File: src/core/rsec_regs.svh
// register offsets, field positions, reset values of the receive signaling and error counter bank
// Notes on behaviour
// - with extended superframe framing, capture A, B, C and D bits of each channel
// - with D4 superframe framing, copy A and B into the C and D positions
// - signaling registers freeze during loss of frame, keeping the last captured values
// - 16-bit line violation count, high byte at 050h, low byte at 051h
// - 16-bit path violation count, high byte at 052h, low byte at 053h
// - 16-bit out of sync frame count, bits 15:8 high register, bits 7:0 at 055h
// - 16-bit E-bit count in E1 only, high byte 056h, low byte 057h
// - selected timeslot byte at 060h, first received bit in bit 7
// - read-only receive firmware revision at 061h, writes have no effect
`ifndef RSEC_REGS_SVH
`define RSEC_REGS_SVH

// register indices; byte address on the bus is four times the index
`define RSEC_IDX_SIG_FIRST   8'h40
`define RSEC_IDX_SIG_LAST    8'h4f
`define RSEC_IDX_LCV_HIGH    8'h50
`define RSEC_IDX_LCV_LOW     8'h51
`define RSEC_IDX_PCV_HIGH    8'h52
`define RSEC_IDX_PCV_LOW     8'h53
`define RSEC_IDX_OOS_HIGH    8'h54
`define RSEC_IDX_OOS_LOW     8'h55
`define RSEC_IDX_EBIT_HIGH   8'h56
`define RSEC_IDX_EBIT_LOW    8'h57
`define RSEC_IDX_MON_BYTE    8'h60
`define RSEC_IDX_FW_REV      8'h61
`define RSEC_IDX_MON_SELECT  8'h70
`define RSEC_IDX_INT_STATUS  8'h71
`define RSEC_IDX_INT_CLEAR   8'h72
`define RSEC_IDX_INT_ENABLE  8'h73

// interrupt status / clear / enable bit positions
`define RSEC_INT_LCV_SAT     0
`define RSEC_INT_PCV_SAT     1
`define RSEC_INT_OOS_SAT     2
`define RSEC_INT_EBIT_SAT    3
`define RSEC_INT_SIG_CHANGE  4
`define RSEC_INT_FRAME_LOSS  5
`define RSEC_INT_WIDTH       6

// reset values
`define RSEC_RST_COUNT       16'h0000
`define RSEC_RST_BYTE        8'h00
`define RSEC_RST_NIBBLE      4'h0
`define RSEC_RST_MON_SELECT  5'h00
`define RSEC_RST_INT         6'h00

`endif

File: src/core/rsec_pkg.sv
// types shared by the receive signaling and error counter bank
package rsec_pkg;

  typedef enum logic [1:0] {
    RSEC_ST_IDLE   = 2'b01,
    RSEC_ST_ACCESS = 2'b10
  } rsec_apb_state_type;

  typedef logic [7:0] rsec_byte_type;
  typedef logic [3:0] rsec_nibble_type;

endpackage : rsec_pkg

File: src/core/rsec_reg_if.sv
// register access carrier between bus slave and register bank
`timescale 1ns/1ps
`default_nettype none
interface rsec_reg_if;
  logic [7:0] idx;
  logic       rd_en;
  logic       wr_en;
  logic [7:0] wdata;
  logic [7:0] rdata;
  logic       hit;

  modport slave (output idx, output rd_en, output wr_en, output wdata, input rdata, input hit);
  modport bank  (input idx, input rd_en, input wr_en, input wdata, output rdata, output hit);
endinterface : rsec_reg_if
`default_nettype wire

File: src/core/rsec_apb_slave.sv
// apb slave front end, one wait-free access phase per transfer
`timescale 1ns/1ps
`default_nettype none
module rsec_apb_slave
  import rsec_pkg::*;
(
  input  wire logic        mclk,
  input  wire logic        sys_rst,
  input  wire logic        psel,
  input  wire logic        penable,
  input  wire logic        pwrite,
  input  wire logic [11:0] paddr,
  input  wire logic [31:0] pwdata,
  output logic      [31:0] prdata,
  output logic             pready,
  output logic             pslverr,
  rsec_reg_if.slave        regs
);
  rsec_apb_state_type state_reg;
  rsec_apb_state_type state_next;
  logic [7:0]         rdata_reg;
  logic [7:0]         rdata_next;
  logic               err_reg;
  logic               err_next;
  logic               setup;
  logic               access_err;

  assign setup       = psel && !penable;
  // refused transfers read as zero, so a bad address leaks no register contents
  assign access_err  = !regs.hit || (paddr[1:0] != 2'h0) || (paddr[11:10] != 2'h0);
  assign regs.idx    = paddr[9:2];
  assign regs.wdata  = pwdata[7:0];
  assign regs.rd_en  = setup && !pwrite;
  // unaligned or out of range addresses are not mapped
  assign regs.wr_en  = (state_reg == RSEC_ST_ACCESS) && psel && penable && pwrite && !err_reg;

  always_comb
  begin
    state_next = state_reg;
    rdata_next = rdata_reg;
    err_next   = err_reg;
    case (state_reg)
      RSEC_ST_IDLE:
      begin
        if (setup)
        begin
          state_next = RSEC_ST_ACCESS;
          rdata_next = (pwrite || access_err) ? 8'h00 : regs.rdata;
          err_next   = access_err;
        end
      end
      RSEC_ST_ACCESS:
      begin
        state_next = RSEC_ST_IDLE;
      end
      default:
      begin
        state_next = RSEC_ST_IDLE;
      end
    endcase
  end

  always_ff @(posedge mclk)
  begin
    if (sys_rst)
    begin
      state_reg <= RSEC_ST_IDLE;
      rdata_reg <= 8'h00;
      err_reg   <= 1'b0;
    end
    else
    begin
      state_reg <= state_next;
      rdata_reg <= rdata_next;
      err_reg   <= err_next;
    end
  end

  assign prdata  = {24'h000000, rdata_reg};
  assign pready  = (state_reg == RSEC_ST_ACCESS);
  assign pslverr = (state_reg == RSEC_ST_ACCESS) && err_reg;
endmodule : rsec_apb_slave
`default_nettype wire

File: src/core/rsec_event_counter.sv
// saturating event counter with a pulse when it reaches full scale
`timescale 1ns/1ps
`default_nettype none
module rsec_event_counter
  import rsec_pkg::*;
#(
  parameter int WIDTH = 16
) (
  input  wire logic             mclk,
  input  wire logic             sys_rst,
  input  wire logic             inc,
  output logic [WIDTH-1:0]      count,
  output logic                  sat_pulse
);
  logic [WIDTH-1:0] count_reg;
  logic [WIDTH-1:0] count_next;
  logic             sat_reg;
  logic             sat_next;

  // saturate rather than wrap: a wrapped count would hide a burst of errors
  always_comb
  begin
    count_next = count_reg;
    sat_next   = 1'b0;
    if (inc && (count_reg != {WIDTH{1'b1}}))
    begin
      count_next = count_reg + {{(WIDTH-1){1'b0}}, 1'b1};
      sat_next   = (count_next == {WIDTH{1'b1}});
    end
  end

  always_ff @(posedge mclk)
  begin
    if (sys_rst)
    begin
      count_reg <= '0;
      sat_reg   <= 1'b0;
    end
    else
    begin
      count_reg <= count_next;
      sat_reg   <= sat_next;
    end
  end

  assign count     = count_reg;
  assign sat_pulse = sat_reg;
endmodule : rsec_event_counter
`default_nettype wire

File: src/core/rsec_top.sv
// receive signaling snapshot, error counters and timeslot monitor behind apb
`timescale 1ns/1ps
`default_nettype none
`include "rsec_regs.svh"
module rsec_top
  import rsec_pkg::*;
#(
  parameter logic [7:0] FW_REVISION = 8'h5a, // arbitrary value
  parameter int         COUNT_WIDTH = 16
) (
  input  wire logic        mclk,
  input  wire logic        sys_rst,
  input  wire logic        psel,
  input  wire logic        penable,
  input  wire logic        pwrite,
  input  wire logic [11:0] paddr,
  input  wire logic [31:0] pwdata,
  output logic      [31:0] prdata,
  output logic             pready,
  output logic             pslverr,
  output logic             irq,
  input  wire logic        e1_mode,
  input  wire logic        esf_mode,
  input  wire logic        out_of_frame,
  input  wire logic        frame_tick,
  input  wire logic        line_violation,
  input  wire logic        path_violation,
  input  wire logic        ebit_error,
  input  wire logic        sig_valid,
  input  wire logic [4:0]  sig_channel,
  input  wire logic [3:0]  sig_bits,
  input  wire logic        rx_bit_valid,
  input  wire logic        rx_bit,
  input  wire logic [2:0]  rx_bit_index,
  input  wire logic [4:0]  rx_timeslot
);
  rsec_reg_if regs ();

  logic [COUNT_WIDTH-1:0] lcv_count;
  logic [COUNT_WIDTH-1:0] pcv_count;
  logic [COUNT_WIDTH-1:0] oos_count;
  logic [COUNT_WIDTH-1:0] ebit_count;
  logic                   lcv_sat;
  logic                   pcv_sat;
  logic                   oos_sat;
  logic                   ebit_sat;
  // byte-pair views of the counts
  logic [15:0]            lcv_word;
  logic [15:0]            pcv_word;
  logic [15:0]            oos_word;
  logic [15:0]            ebit_word;

  rsec_nibble_type sig_reg [0:31];
  rsec_nibble_type sig_next [0:31];
  rsec_nibble_type sig_nibble;
  logic            sig_capture;
  logic            sig_changed;

  logic [7:0]      mon_shift_reg;
  logic [7:0]      mon_shift_next;
  rsec_byte_type   mon_byte_reg;
  rsec_byte_type   mon_byte_next;
  logic [4:0]      mon_select_reg;
  logic [4:0]      mon_select_next;

  logic            frame_loss_prev_reg;
  logic            frame_loss_prev_next;
  logic [`RSEC_INT_WIDTH-1:0] int_status_reg;
  logic [`RSEC_INT_WIDTH-1:0] int_status_next;
  logic [`RSEC_INT_WIDTH-1:0] int_enable_reg;
  logic [`RSEC_INT_WIDTH-1:0] int_enable_next;
  logic [`RSEC_INT_WIDTH-1:0] int_events;

  logic [3:0]      sig_byte_idx;
  logic [4:0]      sig_low_ch;

  rsec_apb_slave u_apb (
    .mclk    (mclk),
    .sys_rst (sys_rst),
    .psel    (psel),
    .penable (penable),
    .pwrite  (pwrite),
    .paddr   (paddr),
    .pwdata  (pwdata),
    .prdata  (prdata),
    .pready  (pready),
    .pslverr (pslverr),
    .regs    (regs.slave)
  );

  // line violations counted on every flagged bit
  rsec_event_counter #(.WIDTH(COUNT_WIDTH)) u_lcv (
    .mclk      (mclk),
    .sys_rst   (sys_rst),
    .inc       (line_violation),
    .count     (lcv_count),
    .sat_pulse (lcv_sat)
  );

  rsec_event_counter #(.WIDTH(COUNT_WIDTH)) u_pcv (
    .mclk      (mclk),
    .sys_rst   (sys_rst),
    .inc       (path_violation),
    .count     (pcv_count),
    .sat_pulse (pcv_sat)
  );

  // one count per frame spent out of frame
  rsec_event_counter #(.WIDTH(COUNT_WIDTH)) u_oos (
    .mclk      (mclk),
    .sys_rst   (sys_rst),
    .inc       (frame_tick && out_of_frame),
    .count     (oos_count),
    .sat_pulse (oos_sat)
  );

  // e-bit errors only count in E1 operation
  rsec_event_counter #(.WIDTH(COUNT_WIDTH)) u_ebit (
    .mclk      (mclk),
    .sys_rst   (sys_rst),
    .inc       (ebit_error && e1_mode),
    .count     (ebit_count),
    .sat_pulse (ebit_sat)
  );

  // signaling capture
  always_comb
  begin
    sig_nibble = sig_bits;
    // D4 has only A and B, mirrored into C and D
    if (!e1_mode && !esf_mode)
    begin
      sig_nibble = {sig_bits[3:2], sig_bits[3:2]};
    end
  end

  // no capture while frame sync is lost
  // index 31 names no channel; dropped rather than stored
  assign sig_capture = sig_valid && !out_of_frame && (sig_channel != 5'h1f);
  assign sig_changed = sig_capture && (sig_reg[sig_channel] != sig_nibble);

  always_comb
  begin
    for (int i = 0; i < 32; i++)
    begin
      sig_next[i] = sig_reg[i];
    end
    // full A to D nibble stored per channel
    if (sig_capture)
    begin
      sig_next[sig_channel] = sig_nibble;
    end
  end

  always_ff @(posedge mclk)
  begin
    for (int i = 0; i < 32; i++)
    begin
      if (sys_rst)
      begin
        sig_reg[i] <= `RSEC_RST_NIBBLE;
      end
      else
      begin
        sig_reg[i] <= sig_next[i];
      end
    end
  end

  // timeslot monitor
  always_comb
  begin
    mon_shift_next = mon_shift_reg;
    mon_byte_next  = mon_byte_reg;
    if (rx_bit_valid)
    begin
      mon_shift_next = {mon_shift_reg[6:0], rx_bit};
      // first received bit ends up in bit 7
      if ((rx_bit_index == 3'h7) && (rx_timeslot == mon_select_reg))
      begin
        mon_byte_next = {mon_shift_reg[6:0], rx_bit};
      end
    end
  end

  always_ff @(posedge mclk)
  begin
    if (sys_rst)
    begin
      mon_shift_reg <= `RSEC_RST_BYTE;
      mon_byte_reg  <= `RSEC_RST_BYTE;
    end
    else
    begin
      mon_shift_reg <= mon_shift_next;
      mon_byte_reg  <= mon_byte_next;
    end
  end

  // control registers written by software
  always_comb
  begin
    mon_select_next = mon_select_reg;
    int_enable_next = int_enable_reg;
    // select picks the timeslot the monitor keeps
    if (regs.wr_en && (regs.idx == `RSEC_IDX_MON_SELECT))
    begin
      mon_select_next = regs.wdata[4:0];
    end
    if (regs.wr_en && (regs.idx == `RSEC_IDX_INT_ENABLE))
    begin
      int_enable_next = regs.wdata[`RSEC_INT_WIDTH-1:0];
    end
  end

  // select and enable clear on reset: timeslot 0 monitored, nothing enabled
  always_ff @(posedge mclk)
  begin
    if (sys_rst)
    begin
      mon_select_reg <= `RSEC_RST_MON_SELECT;
      int_enable_reg <= `RSEC_RST_INT;
    end
    else
    begin
      mon_select_reg <= mon_select_next;
      int_enable_reg <= int_enable_next;
    end
  end

  // reset value matches the idle level of the pin, so no false edge after reset
  always_comb
  begin
    frame_loss_prev_next = out_of_frame;
  end

  always_ff @(posedge mclk)
  begin
    if (sys_rst)
    begin
      frame_loss_prev_reg <= 1'b0;
    end
    else
    begin
      frame_loss_prev_reg <= frame_loss_prev_next;
    end
  end

  // interrupt sources, one pulse per event
  always_comb
  begin
    int_events = '0;
    int_events[`RSEC_INT_LCV_SAT]    = lcv_sat;
    int_events[`RSEC_INT_PCV_SAT]    = pcv_sat;
    int_events[`RSEC_INT_OOS_SAT]    = oos_sat;
    int_events[`RSEC_INT_EBIT_SAT]   = ebit_sat;
    int_events[`RSEC_INT_SIG_CHANGE] = sig_changed;
    int_events[`RSEC_INT_FRAME_LOSS] = out_of_frame && !frame_loss_prev_reg;
  end

  // interrupt status: a new event wins over a clear in the same cycle
  always_comb
  begin
    int_status_next = int_status_reg;
    if (regs.wr_en && (regs.idx == `RSEC_IDX_INT_CLEAR))
    begin
      int_status_next = int_status_reg & ~regs.wdata[`RSEC_INT_WIDTH-1:0];
    end
    int_status_next = int_status_next | int_events;
  end

  always_ff @(posedge mclk)
  begin
    if (sys_rst)
    begin
      int_status_reg <= `RSEC_RST_INT;
    end
    else
    begin
      int_status_reg <= int_status_next;
    end
  end

  assign irq = |(int_status_reg & int_enable_reg);

  // cut or widened on purpose, so a narrower count width still fits the byte pairs
  assign lcv_word  = 16'(lcv_count);
  assign pcv_word  = 16'(pcv_count);
  assign oos_word  = 16'(oos_count);
  assign ebit_word = 16'(ebit_count);

  // read decode
  assign sig_byte_idx = regs.idx[3:0];
  assign sig_low_ch   = {1'b0, sig_byte_idx} + 5'h0f;

  always_comb
  begin
    regs.rdata = 8'h00;
    regs.hit   = 1'b1;
    if ((regs.idx >= `RSEC_IDX_SIG_FIRST) && (regs.idx <= `RSEC_IDX_SIG_LAST))
    begin
      // first byte is zeros over spare bits, then channel pairs
      if (sig_byte_idx == 4'h0)
      begin
        regs.rdata = {4'h0, sig_reg[0]};
      end
      else
      begin
        regs.rdata = {sig_reg[{1'b0, sig_byte_idx}], sig_reg[sig_low_ch]};
      end
    end
    else
    begin
      case (regs.idx)
        // counts are not latched: reading high then low can tear while counting
        // line count bytes
        `RSEC_IDX_LCV_HIGH:   regs.rdata = lcv_word[15:8];
        `RSEC_IDX_LCV_LOW:    regs.rdata = lcv_word[7:0];
        `RSEC_IDX_PCV_HIGH:   regs.rdata = pcv_word[15:8];
        `RSEC_IDX_PCV_LOW:    regs.rdata = pcv_word[7:0];
        `RSEC_IDX_OOS_HIGH:   regs.rdata = oos_word[15:8];
        `RSEC_IDX_OOS_LOW:    regs.rdata = oos_word[7:0];
        `RSEC_IDX_EBIT_HIGH:  regs.rdata = ebit_word[15:8];
        `RSEC_IDX_EBIT_LOW:   regs.rdata = ebit_word[7:0];
        `RSEC_IDX_MON_BYTE:   regs.rdata = mon_byte_reg;
        `RSEC_IDX_FW_REV:     regs.rdata = FW_REVISION;
        `RSEC_IDX_MON_SELECT: regs.rdata = {3'h0, mon_select_reg};
        `RSEC_IDX_INT_STATUS: regs.rdata = {2'h0, int_status_reg};
        `RSEC_IDX_INT_CLEAR:  regs.rdata = 8'h00;
        `RSEC_IDX_INT_ENABLE: regs.rdata = {2'h0, int_enable_reg};
        default:              regs.hit   = 1'b0;
      endcase
    end
  end
endmodule : rsec_top
`default_nettype wire

File: config.mk
export PLATFORM = sky130hd
export DESIGN_NAME = rsec_top
export DESIGN_NICKNAME = d
export VERILOG_FILES = /design/src/core/rsec_pkg.sv /design/src/core/rsec_reg_if.sv /design/src/core/rsec_apb_slave.sv /design/src/core/rsec_event_counter.sv /design/src/core/rsec_top.sv
export VERILOG_INCLUDE_DIRS = /design/src /design/src/core
export SDC_FILE = /design/constraint.sdc
export NUM_CORES = 1
export LEC_CHECK = 0
export ABC_AREA = 1
export BUFFER_PORTS_ARGS = -buffer_cell sky130_fd_sc_hd__buf_2
export CAP_MARGIN = 10
export CELL_PAD_IN_SITES_DETAIL_PLACEMENT = 0
export CELL_PAD_IN_SITES_GLOBAL_PLACEMENT = 1
export CORE_UTILIZATION = 43
export DETAILED_ROUTE_END_ITERATION = 8
export PLACE_DENSITY_LB_ADDON = 0.1
export SYNTH_ARGS = -nofsm -noshare
export SYNTH_HDL_FRONTEND = slang
export SYNTH_SLANG_ARGS = --single-unit
File: constraint.sdc
create_clock -name mclk -period 2.8 [get_ports mclk]
set_clock_uncertainty 0.15 [all_clocks]
set_input_delay 0.28 -clock mclk [delete_from_list [all_inputs] [get_ports mclk]]
set_output_delay 0.28 -clock mclk [all_outputs]
set_load 0.02 [all_outputs]
**After elaboration in Yosys (flattened, before gate mapping)**

Memory sizes are Yosys's and may differ from the RTL's.
Cells that the tools add are included.

- Register bits after elaboration: 112
- Bits of input ports: 76
- Memories: 1
- Output and inout bits: 35
- Word-level logic and storage cells: 189
- Bits in writable memories: 128

Memory list:

| name | depth | bits a word | read ports | clocked after Yosys merged registers in | wr ports | RTL line | RTL |
|---|---|---|---|---|---|---|---|
| sig_reg | 32 | 4 | 35 | 0 | 32 | rsec_top.sv:53 | `rsec_nibble_type sig_reg [0:31];` |

- Equal/unequal tests: 28
- Reduce and logical (&&, ||, !) cells: 45
- Bitwise operators: 42
- Order comparisons: 4
- Muxes and demuxes: 47
- Add/sub/neg operators: 5

Operators by type and width:

| cell | count |
|---|---|
| 4-bit two-way mux | 33 |
| 128-bit bitwise mux | 1 |
| 128-bit two-way mux | 1 |
| 8-bit by 7-bit equality test with 1-bit output (second input constant) | 14 |
| 8-bit case mux with 13 select lines | 1 |
| 16-bit by 1-bit adder with 16-bit output (second input constant) | 4 |
| 16-bit equality test (second input constant) | 4 |
| 16-bit inequality test (second input constant) | 4 |
| 1-bit bitwise OR | 32 |
| 8-bit two-way mux | 3 |
| 1-bit logical AND | 23 |
| 4-bit demux with 5-bit select | 1 |
| 14-bit OR reduction | 1 |
| 6-bit AND | 2 |
| 2-bit OR reduction | 5 |
| 8-bit by 7-bit greater-or-equal comparator with 1-bit output (second input constant) | 1 |
| 8-bit by 7-bit <= comparator with 1-bit output (second input constant) | 1 |
| 1-bit zero test | 7 |
| 6-bit greater-or-equal comparator (second input constant) | 1 |
| 6-bit by 1-bit < comparator with 1-bit output (second input constant) | 1 |
| 6-bit two-way mux | 1 |
| 5-bit NOT with 6-bit output | 1 |
| 6-bit NOT | 1 |
| 6-bit bitwise OR | 1 |
| 15 further kinds | 27 |

**Depth between registers and ports, before layout**

- Depth in word-level cells: 9
- Gate-level depth with buffers: 18
- Gate-level depth less buffers: 16

**Cells and area by module**

From an unflattened synthesis, not the netlist that was laid out.

- Cells, all modules: 2317
- Area, all modules: 14838.0 um2

By module, submodules not included:

| module | cells each | area an instance (um2) | instances | seq. area each (um2) |
|---|---|---|---|---|
| rsec_top | 1521 | 9629.2 | 1 | 3223.1 |
| rsec_event_counter | 170 | 1096.1 | 4 | 340.3 |
| rsec_apb_slave | 116 | 824.5 | 1 | 220.2 |

**Worst setup path before layout**

Ideal clock, no wire load.

- Kind: input-to-reg
- Start: input port paddr[2]
- End: register u_apb.rdata_reg[0]
- Path buffers: 3
- Data required time: 2.518 ns
- Cell stages on the path: 15
- Setup time: 0.132 ns
- Data arrival time: 2.171 ns
- Path slack: 0.347 ns
- Path through: buf_2 inv_1 clkbuf_1 ha_1 clkinv_1 clkbuf_1 o21ai_0 o211ai_1 nand3_1 nand2_1 nand2_1 nand3_1 nand2_1 nand2_1 a21oi_1

- Word-level cells in the longest chain between the ends: 9
- Elaborated cells between the ends (all ways): 31
- Those cells by class: add/sub (1); order compare (2); eq/ne (14); mux (6); reduce/logical (7); memory (1)

Ends and longest elaborated chain:

| what | RTL line | RTL |
|---|---|---|
| start, declared | rsec_top.sv:16 | `input wire logic [11:0] paddr,` |
| branches (longest 8 deep; another with 4-bit by 4-bit adder with 5-bit output) | -- |  |
| 8-bit two-way mux * | rsec_apb_slave.sv:48 | `rdata_next = (pwrite \|\| access_err) ? 8'h00 : regs.rdata;` |
| end signal, assigned | rsec_apb_slave.sv:74 | `rdata_reg <= rdata_next;` |
| end, declared | rsec_apb_slave.sv:21 | `logic [7:0] rdata_reg;` |

Every way passes the cells marked *.
A chain may end at the register's enable or synchronous reset.

**Worst setup path in the final report**

- Start: register u_oos.count_reg[0] (netlist: u_oos.count[0])
- End: register u_oos.count_reg[3] (netlist: u_oos.count[3])

- Word-level cells in the longest chain between the ends: 2
- Elaborated cells between the ends (all ways): 3
- Those cells by class: add/sub (1); eq/ne (1); reduce/logical (1)

Ends and longest elaborated chain:

| what | RTL line | RTL |
|---|---|---|
| start, declared | rsec_event_counter.sv:15 | `logic [WIDTH-1:0] count_reg;` |
| start signal, assigned | rsec_event_counter.sv:41 | `count_reg <= count_next;` |
| branches (longest 2 deep; another with 16-bit by 1-bit adder with 16-bit output) | -- |  |

Several ways; the timed one is not identified.

==> reports/metrics.cfg <==
[worst_hold_path]
hp-start=frame_tick
hold_class=input port to flip-flop

[timing]
fin_crit_sh_pct=84.41
rsz0062_at_grt=no
tightest_slew_ns=0.8764
finalCriticalPeriod_ns=2.364
hold_violations=0
holdWs_ns=0.02859
relSlewSlack_pct=41.57
tns_ns=0
slew_viol_final=0
finalSetupViolCount=0
max_freq_mhz=423.1

[power_and_ir_drop]
p_clk_share_pct=48.7
peakVddDrop_v=0.0005660
pwr-share-comb_pct=11.5
p_int_mw=6.550
p_leak_nw=6.777
switching_share_pct=27.04
power_mw=8.977
seq_power_share_pct=39.8
netSwitchingPower_mw=2.427
p_per_area_nw_per_um2=549.7

[grt]
met1_usage_pct=36.07
grt_max_degree=97
busiest_layer=met2
grt_use_met2_pct=51.18
grt_pass1_vias=13630
grt_use_total_pct=28.75
grt_first_pass_wirelength_um=75570
gr-total-overflow=0
grt_util_met3_pct=2.430
grt_antenna_before_repair=0

[route]
wirelength_um=48530
first_iter_violations=980
ant_nets=0
detail_route.wl_per_cell_um=17.65
drc=0
viasPerCell=5.248
vias=14430
dr.pass1.iters=5

[final_layout]
final_cell_mix=551 x nand2_1, 297 x o21ai_0, 284 x a21oi_1
final_nets=2372
fin_area_sq_um=16330
layout-drive-gt1-share_pct=11.44
mostFrequentLayoutCell=nand2_1
syn2layout_area_growth_pct=14.32
n_antenna_cell=0
largest_register_ffs=128

[place]
gp_congestion=0.9085
place_area_sq_um=15050
io_buffers=60
hpwl_um=34220

[synth]
ys_seq_elements=240
synth-seq-area-share_pct=33.63
yosysWarnings=0
synth_cell_types=49
synth_area_sq_um=14280
syn_inst=2217
postSynthAreaPerCell_sq_um=6.443

[floorplanning]
num_rows=66
core_sq_um=32620
die_w_um=184.3
pin_count=111
die_area_sq_um=33950
die_y_um=184.3
initial_core_util_pct=43.79

[cts]
clk_latency_ns=0.57
cts_buffers=31
clock_tree.root_cell=clkbuf_16
post_cts_buffers=0
cts_tree=done
cts.sinks=240
cts.path.max_buffers=3
clk_pin_slew_ns=0.06
htreeDepth=1

[critical_path]
crit_path_end_kind=flip-flop
criticalPathCategory=flip-flop to flip-flop
cp-startpoint=u_oos.count[0]$_SDFFE_PP0P_
start_kind=flip-flop
critPathMaxFanout=17
required_ns=3.10
worstPathArrival_ns=2.67
reg2reg_from=u_oos.count[0]$_SDFFE_PP0P_

[job]
drv_cap=0

[outcome]
status=completed

## power groups by stage
| stage | clock (mW) | combinational (mW) | sequential (mW) |
|---|---|---|---|
| 4_1_cts | 4.45 | 1.02 | 3.57 |
| 2_1_floorplan | 0 | 0.675 | 3.62 |
| 3_3_place_gp | 0 | 0.993 | 3.65 |
| 3_5_place_dp | 0 | 1.00 | 3.65 |
| 5_1_grt | 4.59 | 1.13 | 3.58 |
| 6_report | 4.37 | 1.03 | 3.57 |
## cells by family (layout without fill, tap and decap cells)
group,count (synthesis),after routing,synth area share [%]
fa+ha+maj,13,13,1.139
flops,240,240,33.63
simple gates,909,909,28.12
xor+xnor,46,46,2.820
buf+inv,374,441,11.17
other cells,1,24,0.02625
compound gates,634,634,23.10
## cell usage after synthesis (all sizes together)
| cell type | n | share of area, % |
|---|---|---|
| a22oi | 2 | 0.11 |
| nand3 | 121 | 4.5 |
| o21ai | 304 | 11 |
| buf | 71 | 3.2 |
| xnor2 | 11 | 0.67 |
| o21bai | 2 | 0.11 |
| a31oi | 3 | 0.18 |
| o21a | 11 | 0.58 |
| clkinv | 3 | 0.079 |
| a211oi | 12 | 0.70 |
| dfxtp | 240 | 34 |
| xor2 | 35 | 2.1 |
| inv | 244 | 6.5 |
| nor3 | 35 | 1.8 |
| nor4 | 8 | 0.60 |
| ha | 13 | 1.1 |
| or2 | 3 | 0.13 |
| nor2 | 160 | 5.1 |
| nor3b | 1 | 0.13 |
| nand3b | 2 | 0.11 |
| nand4 | 20 | 0.92 |
| clkbuf | 56 | 1.5 |
| o211ai | 11 | 0.58 |
| a221oi | 1 | 0.061 |
| o22ai | 3 | 0.13 |
| o2111ai | 1 | 0.061 |
| nand2 | 559 | 15 |
| a21oi | 284 | 10 |
| conb | 1 | 0.026 |
## path summary, 6_finish.rpt
path,slack (ns),cells after the start,to
setup reg to reg,0.44,9,u_oos.count[3]$_SDFFE_PP0P_
setup / recovery,0.44,9,u_oos.count[3]$_SDFFE_PP0P_
hold reg to reg,0.28,2,int_status_reg[3]$_SDFF_PP0_
hold / removal,0.03,4,u_oos.count[11]$_SDFFE_PP0P_
## per-stage QoR
step                std cells  util [%]  setup WS (ns)
global placement         2676     46.15         0.2263
finish                   2749     50.07         0.4364
global route             2749     50.07         0.2001
floorplan                2240         -         0.3471
detailed placement       2676     46.15         0.1885
CTS                      2749     50.07         0.4150
## routing by layer
metal	up-vias	share of wire (%)	wire length, um
met5	-	0	0
met4	0	3.7	1816
met3	99	3.9	1869
met2	387	49	23650
met1	6581	44	21190
li1	7361	-	-
## critical path: stages (launching register included)
cell      delay [ns]
dfxtp_1         0.40
ha_1            0.22
nand3_1         0.16
nor3_4          0.23
nand3_1         0.18
nor2_2          0.18
a31oi_2         0.22
buf_4           0.26
o211ai_1        0.19
inv_1           0.05
## area by class of cell
class / count / area [sq um]
clock inverter: 15 / 231.5
sequential: 240 / 4805
inverter: 247 / 937.1
tap: 442 / 553.0
fill: 3382 / 16290
timing repair buffer: 137 / 945.9
multi-input combinational: 1626 / 7971
clock buffer: 42 / 887.1
## repair_timing
item | in CTS | in global routing
hold buffers | 16 | 0
resized for setup | 0 | 0
endpoints found under the hold margin | 50 | 0
No activity file was read; power rests on OpenSTA's default activity.
